===== config.mk =====
export PLATFORM = sky130hd
export DESIGN_NAME = pews_host
export DESIGN_NICKNAME = d
export VERILOG_FILES = /design/src/shared/pews_pkg.sv /design/src/rtl/pews_host.sv
export VERILOG_INCLUDE_DIRS = /design/src /design/src/shared
export SDC_FILE = /design/constraint.sdc
export NUM_CORES = 1
export LEC_CHECK = 0
export ABC_AREA = 0
export BUFFER_PORTS_ARGS = -buffer_cell sky130_fd_sc_hd__buf_2
export CORE_ASPECT_RATIO = 0.7
export CORE_MARGIN = 5
export CORE_UTILIZATION = 60
export CTS_CLUSTER_DIAMETER = 150
export CTS_CLUSTER_SIZE = 12
export DETAILED_ROUTE_END_ITERATION = 8
export PLACE_DENSITY_LB_ADDON = 0.05
export SLEW_MARGIN = 20
export SYNTH_ARGS = -nofsm -noshare
export SYNTH_HDL_FRONTEND = slang
export SYNTH_SLANG_ARGS = --single-unit

===== constraint.sdc =====
create_clock -name clk -period 4.4 [get_ports clk]
set_clock_uncertainty 0.2 [all_clocks]
set_input_delay 1.32 -clock clk [delete_from_list [all_inputs] [get_ports clk]]
set_output_delay 1.32 -clock clk [all_outputs]
set_load 0.01 [all_outputs]

===== src/shared/pews_consts.svh =====
// timing constants and the pin layout of the paged EEPROM write controller
// What the document requires of the memory interface
// The memory finishes a page write within 10 ms (3 ms on the fast option) after the byte loads end.
// Each further byte load of a page starts no later than 150 us after the previous one.
// Every write strobe falling edge of a page load carries the same page number on the page address lines.
// With software protection active, the page number stays constant on every strobe after the unlock code.
// Output enable stays high for the whole time that write strobe and chip select are both low.
// During an internal write the toggle status line changes on each read strobe.
// Only a change between successive reads means busy; first and last values are undefined.
// Status reads may use any location, but the address is best kept unchanged across them.
// During an internal write bit 7 reads inverted, afterwards the true stored data is returned.
`ifndef PEWS_CONSTS_SVH
`define PEWS_CONSTS_SVH

`define PEWS_CLK_MHZ        50
`define PEWS_ADDR_W         15
`define PEWS_PAGE_LSB       6
`define PEWS_PAGE_BYTES     64
`define PEWS_TOGGLE_BIT     6
`define PEWS_POLL_BIT       7
`define PEWS_WP_NS          100
`define PEWS_WPH_NS         50
`define PEWS_ACC_NS         150
`define PEWS_OEHP_NS        150
`define PEWS_BLC_US         150
`define PEWS_WC_STD_MS      10
`define PEWS_WC_FAST_MS     3
`define PEWS_SYNC_STAGES    3
// least times round up, longest round down
`define PEWS_NS_UP(ns)      ((((ns) * `PEWS_CLK_MHZ) + 999) / 1000)
`define PEWS_WP_CYC         `PEWS_NS_UP(`PEWS_WP_NS)
`define PEWS_WPH_CYC        `PEWS_NS_UP(`PEWS_WPH_NS)
`define PEWS_ACC_CYC        `PEWS_NS_UP(`PEWS_ACC_NS)
`define PEWS_OEHP_CYC       `PEWS_NS_UP(`PEWS_OEHP_NS)
`define PEWS_BLC_CYC        (`PEWS_BLC_US * `PEWS_CLK_MHZ)
`define PEWS_WC_STD_CYC     (`PEWS_WC_STD_MS * 1000 * `PEWS_CLK_MHZ)
`define PEWS_WC_FAST_CYC    (`PEWS_WC_FAST_MS * 1000 * `PEWS_CLK_MHZ)

`endif


===== src/shared/pews_pkg.sv =====
// types shared by the paged EEPROM write controller
`default_nettype none
package pews_pkg;
    typedef struct packed {
        logic [14:0] addr;
        logic [7:0]  data;
        logic        last;
    } pews_byte_t;

    typedef struct packed {
        logic        ok;
        logic        timeout;
        logic [7:0]  data;
    } pews_result_t;

    typedef struct packed {
        logic [14:0] addr;
        logic        ce_n;
        logic        oe_n;
        logic        we_n;
        logic [7:0]  dq_out;
        logic        dq_oe_n;
    } pews_pins_t;

    typedef enum logic [2:0] {
        PEWS_IDLE      = 3'b000,
        PEWS_LOAD_LOW  = 3'b001,
        PEWS_LOAD_HIGH = 3'b010,
        PEWS_RD_LOW    = 3'b011,
        PEWS_RD_HIGH   = 3'b100,
        PEWS_DONE      = 3'b101
    } pews_state_t;
endpackage : pews_pkg
`default_nettype wire


===== src/rtl/pews_host.sv =====
// host controller that loads a page into the EEPROM and polls for write completion
`timescale 1ns/1ps
`default_nettype none
`include "pews_consts.svh"
module pews_host #(
    parameter int BYTE_LOAD_CYC = `PEWS_BLC_CYC,
    parameter int WC_STD_CYC    = `PEWS_WC_STD_CYC,
    parameter int WC_FAST_CYC   = `PEWS_WC_FAST_CYC,
    parameter bit FAST_WRITE    = 1'b0
) (
    input  wire logic                  clk,
    input  wire logic                  sys_rst,
    input  wire logic                  byte_valid,
    output logic                       byte_ready,
    input  wire pews_pkg::pews_byte_t  byte_in,
    output logic                       result_valid,
    output pews_pkg::pews_result_t     result,
    output logic                       busy,
    output pews_pkg::pews_pins_t       pins,
    input  wire logic [7:0]            eep_dq_in
);
    import pews_pkg::*;

    localparam int WC_CYC     = FAST_WRITE ? WC_FAST_CYC : WC_STD_CYC;
    localparam int LOAD_LIMIT = BYTE_LOAD_CYC - 2;

    if (BYTE_LOAD_CYC < `PEWS_WP_CYC + `PEWS_WPH_CYC + 4 || BYTE_LOAD_CYC > 65535) begin : g_blc_chk
        $error("BYTE_LOAD_CYC out of range");
    end
    if (WC_CYC < 1 || WC_CYC > 16777215) begin : g_wc_chk
        $error("write cycle count out of range");
    end

    pews_state_t  state;
    pews_state_t  next_state;
    logic [15:0]  cnt;
    logic [15:0]  gap;
    logic [23:0]  poll;
    logic [8:0]   page;
    logic [14:0]  cur_addr;
    logic [7:0]   cur_data;
    logic [6:0]   nbytes;
    logic         final_seen;
    logic         have_prev;
    logic         prev_tog;
    logic [7:0]   rd_data;
    logic [7:0]   sync1;
    logic [7:0]   sync2;
    logic [7:0]   sync3;

    wire          accept     = byte_valid && byte_ready;
    wire          page_match = byte_in.addr[14:`PEWS_PAGE_LSB] == page;
    wire          wph_met    = cnt >= 16'(`PEWS_WPH_CYC);
    wire          gap_open   = gap < 16'(LOAD_LIMIT);
    wire          page_full  = nbytes == 7'(`PEWS_PAGE_BYTES);
    wire          load_end   = wph_met && (final_seen || page_full || !gap_open || (byte_valid && !page_match));
    wire          rd_settled = cnt >= 16'(`PEWS_ACC_CYC + `PEWS_SYNC_STAGES) && sync2 == sync3;
    wire          rd_end     = cnt >= 16'(`PEWS_OEHP_CYC - 1);
    wire          tog_still  = have_prev && prev_tog == rd_data[`PEWS_TOGGLE_BIT];
    wire          timed_out  = poll >= 24'(WC_CYC);
    wire          in_load    = state == PEWS_LOAD_LOW || state == PEWS_LOAD_HIGH;

    // a new page only starts from idle; later bytes must share its page
    assign byte_ready = (state == PEWS_IDLE)
                     || (state == PEWS_LOAD_HIGH && wph_met && gap_open && page_match
                         && !final_seen && !page_full);
    assign busy       = state != PEWS_IDLE;

    // strobes and bus enable decode straight from the state register, address and data come from cur_addr and cur_data
    assign pins.addr    = cur_addr;
    assign pins.ce_n    = !(state == PEWS_LOAD_LOW || state == PEWS_RD_LOW);
    assign pins.we_n    = state != PEWS_LOAD_LOW;
    assign pins.oe_n    = state != PEWS_RD_LOW;
    assign pins.dq_out  = cur_data;
    assign pins.dq_oe_n = !in_load;

    always_comb begin
        next_state = state;
        case (state)
            PEWS_IDLE:      if (accept) next_state = PEWS_LOAD_LOW;
            PEWS_LOAD_LOW:  if (cnt >= 16'(`PEWS_WP_CYC - 1)) next_state = PEWS_LOAD_HIGH;
            PEWS_LOAD_HIGH: begin
                if (accept)
                    next_state = PEWS_LOAD_LOW;
                else if (load_end)
                    next_state = PEWS_RD_LOW;
            end
            PEWS_RD_LOW:    if (rd_settled) next_state = PEWS_RD_HIGH;
            PEWS_RD_HIGH: begin
                // two equal toggle reads in a row mean the write is over
                if (rd_end && (tog_still || timed_out))
                    next_state = PEWS_DONE;
                else if (rd_end)
                    next_state = PEWS_RD_LOW;
            end
            PEWS_DONE:      next_state = PEWS_IDLE;
            default:        next_state = PEWS_IDLE;
        endcase
    end

    // three stages on the asynchronous data pins
    always_ff @(posedge clk) begin
        sync1 <= eep_dq_in;
        sync2 <= sync1;
        sync3 <= sync2;
    end

    always_ff @(posedge clk) begin
        if (sys_rst) begin
            state <= PEWS_IDLE;
            cnt   <= 16'h0000;
        end else begin
            state <= next_state;
            cnt   <= (next_state != state) ? 16'h0000 : (cnt == 16'hFFFF ? cnt : cnt + 16'h0001);
        end
    end

    always_ff @(posedge clk) begin
        if (sys_rst) begin
            gap        <= 16'h0000;
            page       <= 9'h000;
            cur_addr   <= 15'h0000;
            cur_data   <= 8'h00;
            nbytes     <= 7'h00;
            final_seen <= 1'b0;
        end else if (accept) begin
            gap        <= 16'h0000;
            page       <= byte_in.addr[14:`PEWS_PAGE_LSB];
            cur_addr   <= byte_in.addr;
            cur_data   <= byte_in.data;
            nbytes     <= nbytes + 7'h01;
            final_seen <= byte_in.last;
        end else if (state == PEWS_DONE) begin
            nbytes     <= 7'h00;
            final_seen <= 1'b0;
        end else if (in_load && gap != 16'hFFFF) begin
            gap        <= gap + 16'h0001;
        end
    end

    // polling reads the last written location, unchanged to the end
    always_ff @(posedge clk) begin
        if (sys_rst) begin
            poll      <= 24'h000000;
            have_prev <= 1'b0;
            prev_tog  <= 1'b0;
            rd_data   <= 8'h00;
        end else if (in_load) begin
            poll      <= 24'h000000;
            have_prev <= 1'b0;
        end else begin
            if ((state == PEWS_RD_LOW || state == PEWS_RD_HIGH) && !timed_out)
                poll <= poll + 24'h000001;
            if (state == PEWS_RD_LOW && rd_settled)
                rd_data <= sync3;
            if (state == PEWS_RD_HIGH && rd_end) begin
                have_prev <= 1'b1;
                prev_tog  <= rd_data[`PEWS_TOGGLE_BIT];
            end
        end
    end

    always_ff @(posedge clk) begin
        if (sys_rst) begin
            result_valid <= 1'b0;
            result       <= '0;
        end else begin
            result_valid <= next_state == PEWS_DONE;
            if (next_state == PEWS_DONE) begin
                // inverted bit 7 or wrong data means still busy or lost write
                result.ok      <= tog_still && rd_data == cur_data;
                result.timeout <= !tog_still;
                result.data    <= rd_data;
            end
        end
    end

    property p_oe_high_in_write;
        @(posedge clk) disable iff (sys_rst) (!pins.we_n && !pins.ce_n) |-> pins.oe_n;
    endproperty
    a_oe_high_in_write: assert property (p_oe_high_in_write) else $error("oe low during write pulse");

    property p_page_on_fall;
        @(posedge clk) disable iff (sys_rst)
            ($fell(pins.we_n) && nbytes > 7'h01) |-> pins.addr[14:6] == $past(page, 2);
    endproperty
    a_page_on_fall: assert property (p_page_on_fall) else $error("page changed within load");

    property p_page_held_high;
        @(posedge clk) disable iff (sys_rst)
            (state == PEWS_LOAD_HIGH) |=> (pins.addr[14:6] == $past(pins.addr[14:6]));
    endproperty
    a_page_held_high: assert property (p_page_held_high) else $error("page moved between strobes");

    property p_gap_bound;
        @(posedge clk) disable iff (sys_rst) $fell(pins.we_n) |-> $past(gap) < 16'(BYTE_LOAD_CYC);
    endproperty
    a_gap_bound: assert property (p_gap_bound) else $error("byte load gap exceeded");

    property p_poll_addr;
        @(posedge clk) disable iff (sys_rst)
            (state == PEWS_RD_HIGH && next_state == PEWS_RD_LOW) |=> pins.addr == $past(pins.addr);
    endproperty
    a_poll_addr: assert property (p_poll_addr) else $error("poll address moved");

    property p_wp_width;
        @(posedge clk) disable iff (sys_rst) $fell(pins.we_n) |-> (!pins.we_n)[*5] ##1 pins.we_n;
    endproperty
    a_wp_width: assert property (p_wp_width) else $error("write pulse width wrong");

    property p_no_clash;
        @(posedge clk) disable iff (sys_rst) !pins.oe_n |-> (pins.dq_oe_n && pins.we_n);
    endproperty
    a_no_clash: assert property (p_no_clash) else $error("bus driven during read");

    property p_timeout;
        @(posedge clk) disable iff (sys_rst)
            (result_valid && result.timeout) |-> $past(poll) >= 24'(WC_CYC);
    endproperty
    a_timeout: assert property (p_timeout) else $error("timeout before write time");

    property p_done_stable;
        @(posedge clk) disable iff (sys_rst)
            (result_valid && !result.timeout) |-> $past(tog_still, 2);
    endproperty
    a_done_stable: assert property (p_done_stable) else $error("done without stable toggle");

    c_multi_byte: cover property (@(posedge clk) $fell(pins.we_n) && nbytes > 7'h02);
    c_done_ok:    cover property (@(posedge clk) result_valid && result.ok);
    c_timeout:    cover property (@(posedge clk) result_valid && result.timeout);
    c_gap_end:    cover property (@(posedge clk) state == PEWS_LOAD_HIGH && !gap_open);
endmodule : pews_host
`default_nettype wire


==> results.toml <==
[outcome]
status = "finished clean"

[synthesis]
ys_ff_latch = 135
ys_top_cells_by_area = "dfxtp_1 (46%), xor2_1 (5.9%), nor2_1 (3.9%), mux2i_1 (3.7%), nand3_1 (3.5%)"
synthCells = 649
synth_area_mm2 = 0.005934
synth_top_area_share_pct = 45.54
yosysMostFrequentCell = "dfxtp_1"
synth_area_leader_cell = "dfxtp_1"
yosys_most_used_dff = "dfxtp_1"
ys_seq_area_share_pct = 45.54
synth_area_per_cell_um2 = 9.144
synthTopCellsByCount = "dfxtp_1 (135), nor2_1 (61), nand3_1 (41)"
async_reset_ff_share_pct = 0
ys_warn_count = 0
synth.distinct_cells = 63
synth_nets = 691
synth_edf_count = 0

[critical_path]
path_class = "input port to output pin"
r2r_start = "cnt[0]"
cp.arrival_ns = 2.47
crit_start = "byte_in[19]"
endpoint_kind = "output pin"
path_max_fanout = 2
critPathRequiredTime_ns = 2.88
critPathLaunchType = "input port"

[sta]
period_minus_slack_ns = 3.987
min_period_over_period_pct = 90.61
worst-slew-pin-transition_ns = 0.9933
finalSetupViolCount = 0
max_freq_mhz = 250.8
report.final.slew_viol_count = 0
maxSlewHeadroom_pct = 33.71
hold_viol = 0
rsz0062_at_grt = "no"
setup_tns_ns = 0

[hold_path]
hold_path.startpoint = "sync1[5]"
min_path_type = "register to register"

[run]
maxCapViolCount = 0

[grt]
antenna_found_initial = 0
grt_overflow_total = 0
grt_util_all_layers_pct = 22.64
grt_pass1_vias = 4584
grt_max_degree = 34
grt_pass1_wl_um = 21990

[die]
floorplan.initialDensity_pct = 61.28
die_w_um = 128.9
dieArea_mm2 = 0.01201
io_pins = 75
core_area_mm2 = 0.009684
rows = 30
die_y_um = 93.21

[clock_network]
cts_tree = "done"
cts.sink_count = 135
clock_latency_ns = 0.42
clk_pin_slew_ns = 0.06
cts_buffer_depth = 2
root_buffer = "clkbuf_16"
hold_buffers = 0
htree_levels = 4
cts_buffers = 17
postCtsSetupBuffers = 0
cts_resized = 0

[placement]
hpwl_um = 8767
io_buffers = 74
gp_congestion = 0.8081
dpl_cell_area_mm2 = 0.006346

[power]
p_leak_uw = 0.002737
powerDensity_mw_per_mm2 = 409.2
ir_drop_uv = 292.5

[routing]
routedWlPerCell_um = 15.37
vias = 4897
wl_um = 13110
drcViolationCount = 0
drt-vias-per-instance = 5.741
drt_iter0_drc = 301
ant_nets = 0
dr.pass1.iters = 5

[final_layout]
syn2layout_area_growth_pct = 16.78
drive_gt1_share_pct = 19.31
fin_nets = 754
final_area_mm2 = 0.006930
fillers = 744
num_antenna_cells = 0
regArea_mm2 = 0.002703
multi_input_area_mm2 = 0.003012
## metal layers
| metal | vias to the layer above | wire (um) | share of wire [%] | global-route usage, % |
|---|---|---|---|---|
| met1 | 2317 | 6286 | 48 | 30.98 |
| met5 | - | 0 | 0 | 0 |
| met2 | 135 | 5699 | 43 | 33.06 |
| met4 | 0 | 141 | 1.1 | 6.556 |
| li1 | 2432 | - | - | - |
| met3 | 13 | 980 | 7.5 | 8.904 |
## registers in the layout, indices dropped and copies added, names as in the netlist
register and cells:
gap 16, rd_data 8, cnt 16, page 9, state 3, have_prev 1
cur_addr 6, result_valid 1, result 10, prev_tog 1, sync3 8, cur_data 8
sync1 8, poll 24, final_seen 1, nbytes 7, sync2 8
## per-stage QoR
stage | util [%] | instances | total power (uW) | worst slack, ns | hold WS, ns
finish | 71.56 | 853 | 2836 | 0.4130 | 0.1279
global route | 71.56 | 853 | 2945 | 0.2885 | 0.1399
CTS | 71.56 | 853 | 2850 | 0.3921 | 0.1269
detailed placement | 65.53 | 821 | 1491 | 0.3927 | 0.1121
global placement | 65.53 | 821 | 1487 | 0.4579 | 0.1112
floorplan | - | 649 | 1428 | 0.5397 | 0.1096
## worst max-delay path: stages
cell     delay [ns]
buf_2          0.11
xnor2_1        0.13
nand3_1        0.12
nor4_1         0.43
a31oi_4        0.15
inv_2          0.08
buf_2          0.13
## path summary, 6_finish.rpt
kind,end,slack (ns),cells after the start
worst max-delay path,byte_ready,0.41,7
worst min-delay path,sync2[5],0.13,0
worst max register to register,result[8],1.31,7
worst min register to register,sync2[5],0.13,0
## cell type report
type,instances,area share (%)
repair buffers,79,5.886
well taps,128,2.311
clock inverters,15,2.293
flip-flops and latches,135,39.00
multi-input cells,462,43.46
clock buffers,17,6.138
inverters,17,0.9207
## power by group
group	total, uW	internal, uW	switching [uW]
clock	1370	755	614
sequential	1280	1250	27.9
combinational	184	71.6	113
total	2840	2080	755
## cells in the final DEF, fill, tap and decap left out, drive strengths merged, types with 8 or more instances in the layout
| cell type | count |
|---|---|
| clkbuf | 17 |
| buf | 79 |
| and2 | 10 |
| nor3 | 13 |
| a21oi | 35 |
| nand2 | 30 |
| o21ai | 37 |
| nand4 | 22 |
| xor2 | 40 |
| inv | 25 |
| nor2 | 71 |
| nand3 | 42 |
| xnor2 | 23 |
| and3 | 13 |
| mux2i | 22 |
| nor4 | 8 |
| dfxtp | 135 |
| nand2b | 18 |
## kinds of logic after synthesis
logic type	Yosys count	share of synthesized area, %
fa+ha+maj	7	1.476
flops	135	45.54
simple gates	258	24.04
xor+xnor	63	9.298
mux	23	3.900
compound gates	111	12.04
buf+inv	52	3.711
(Power assumes the default switching activity.)
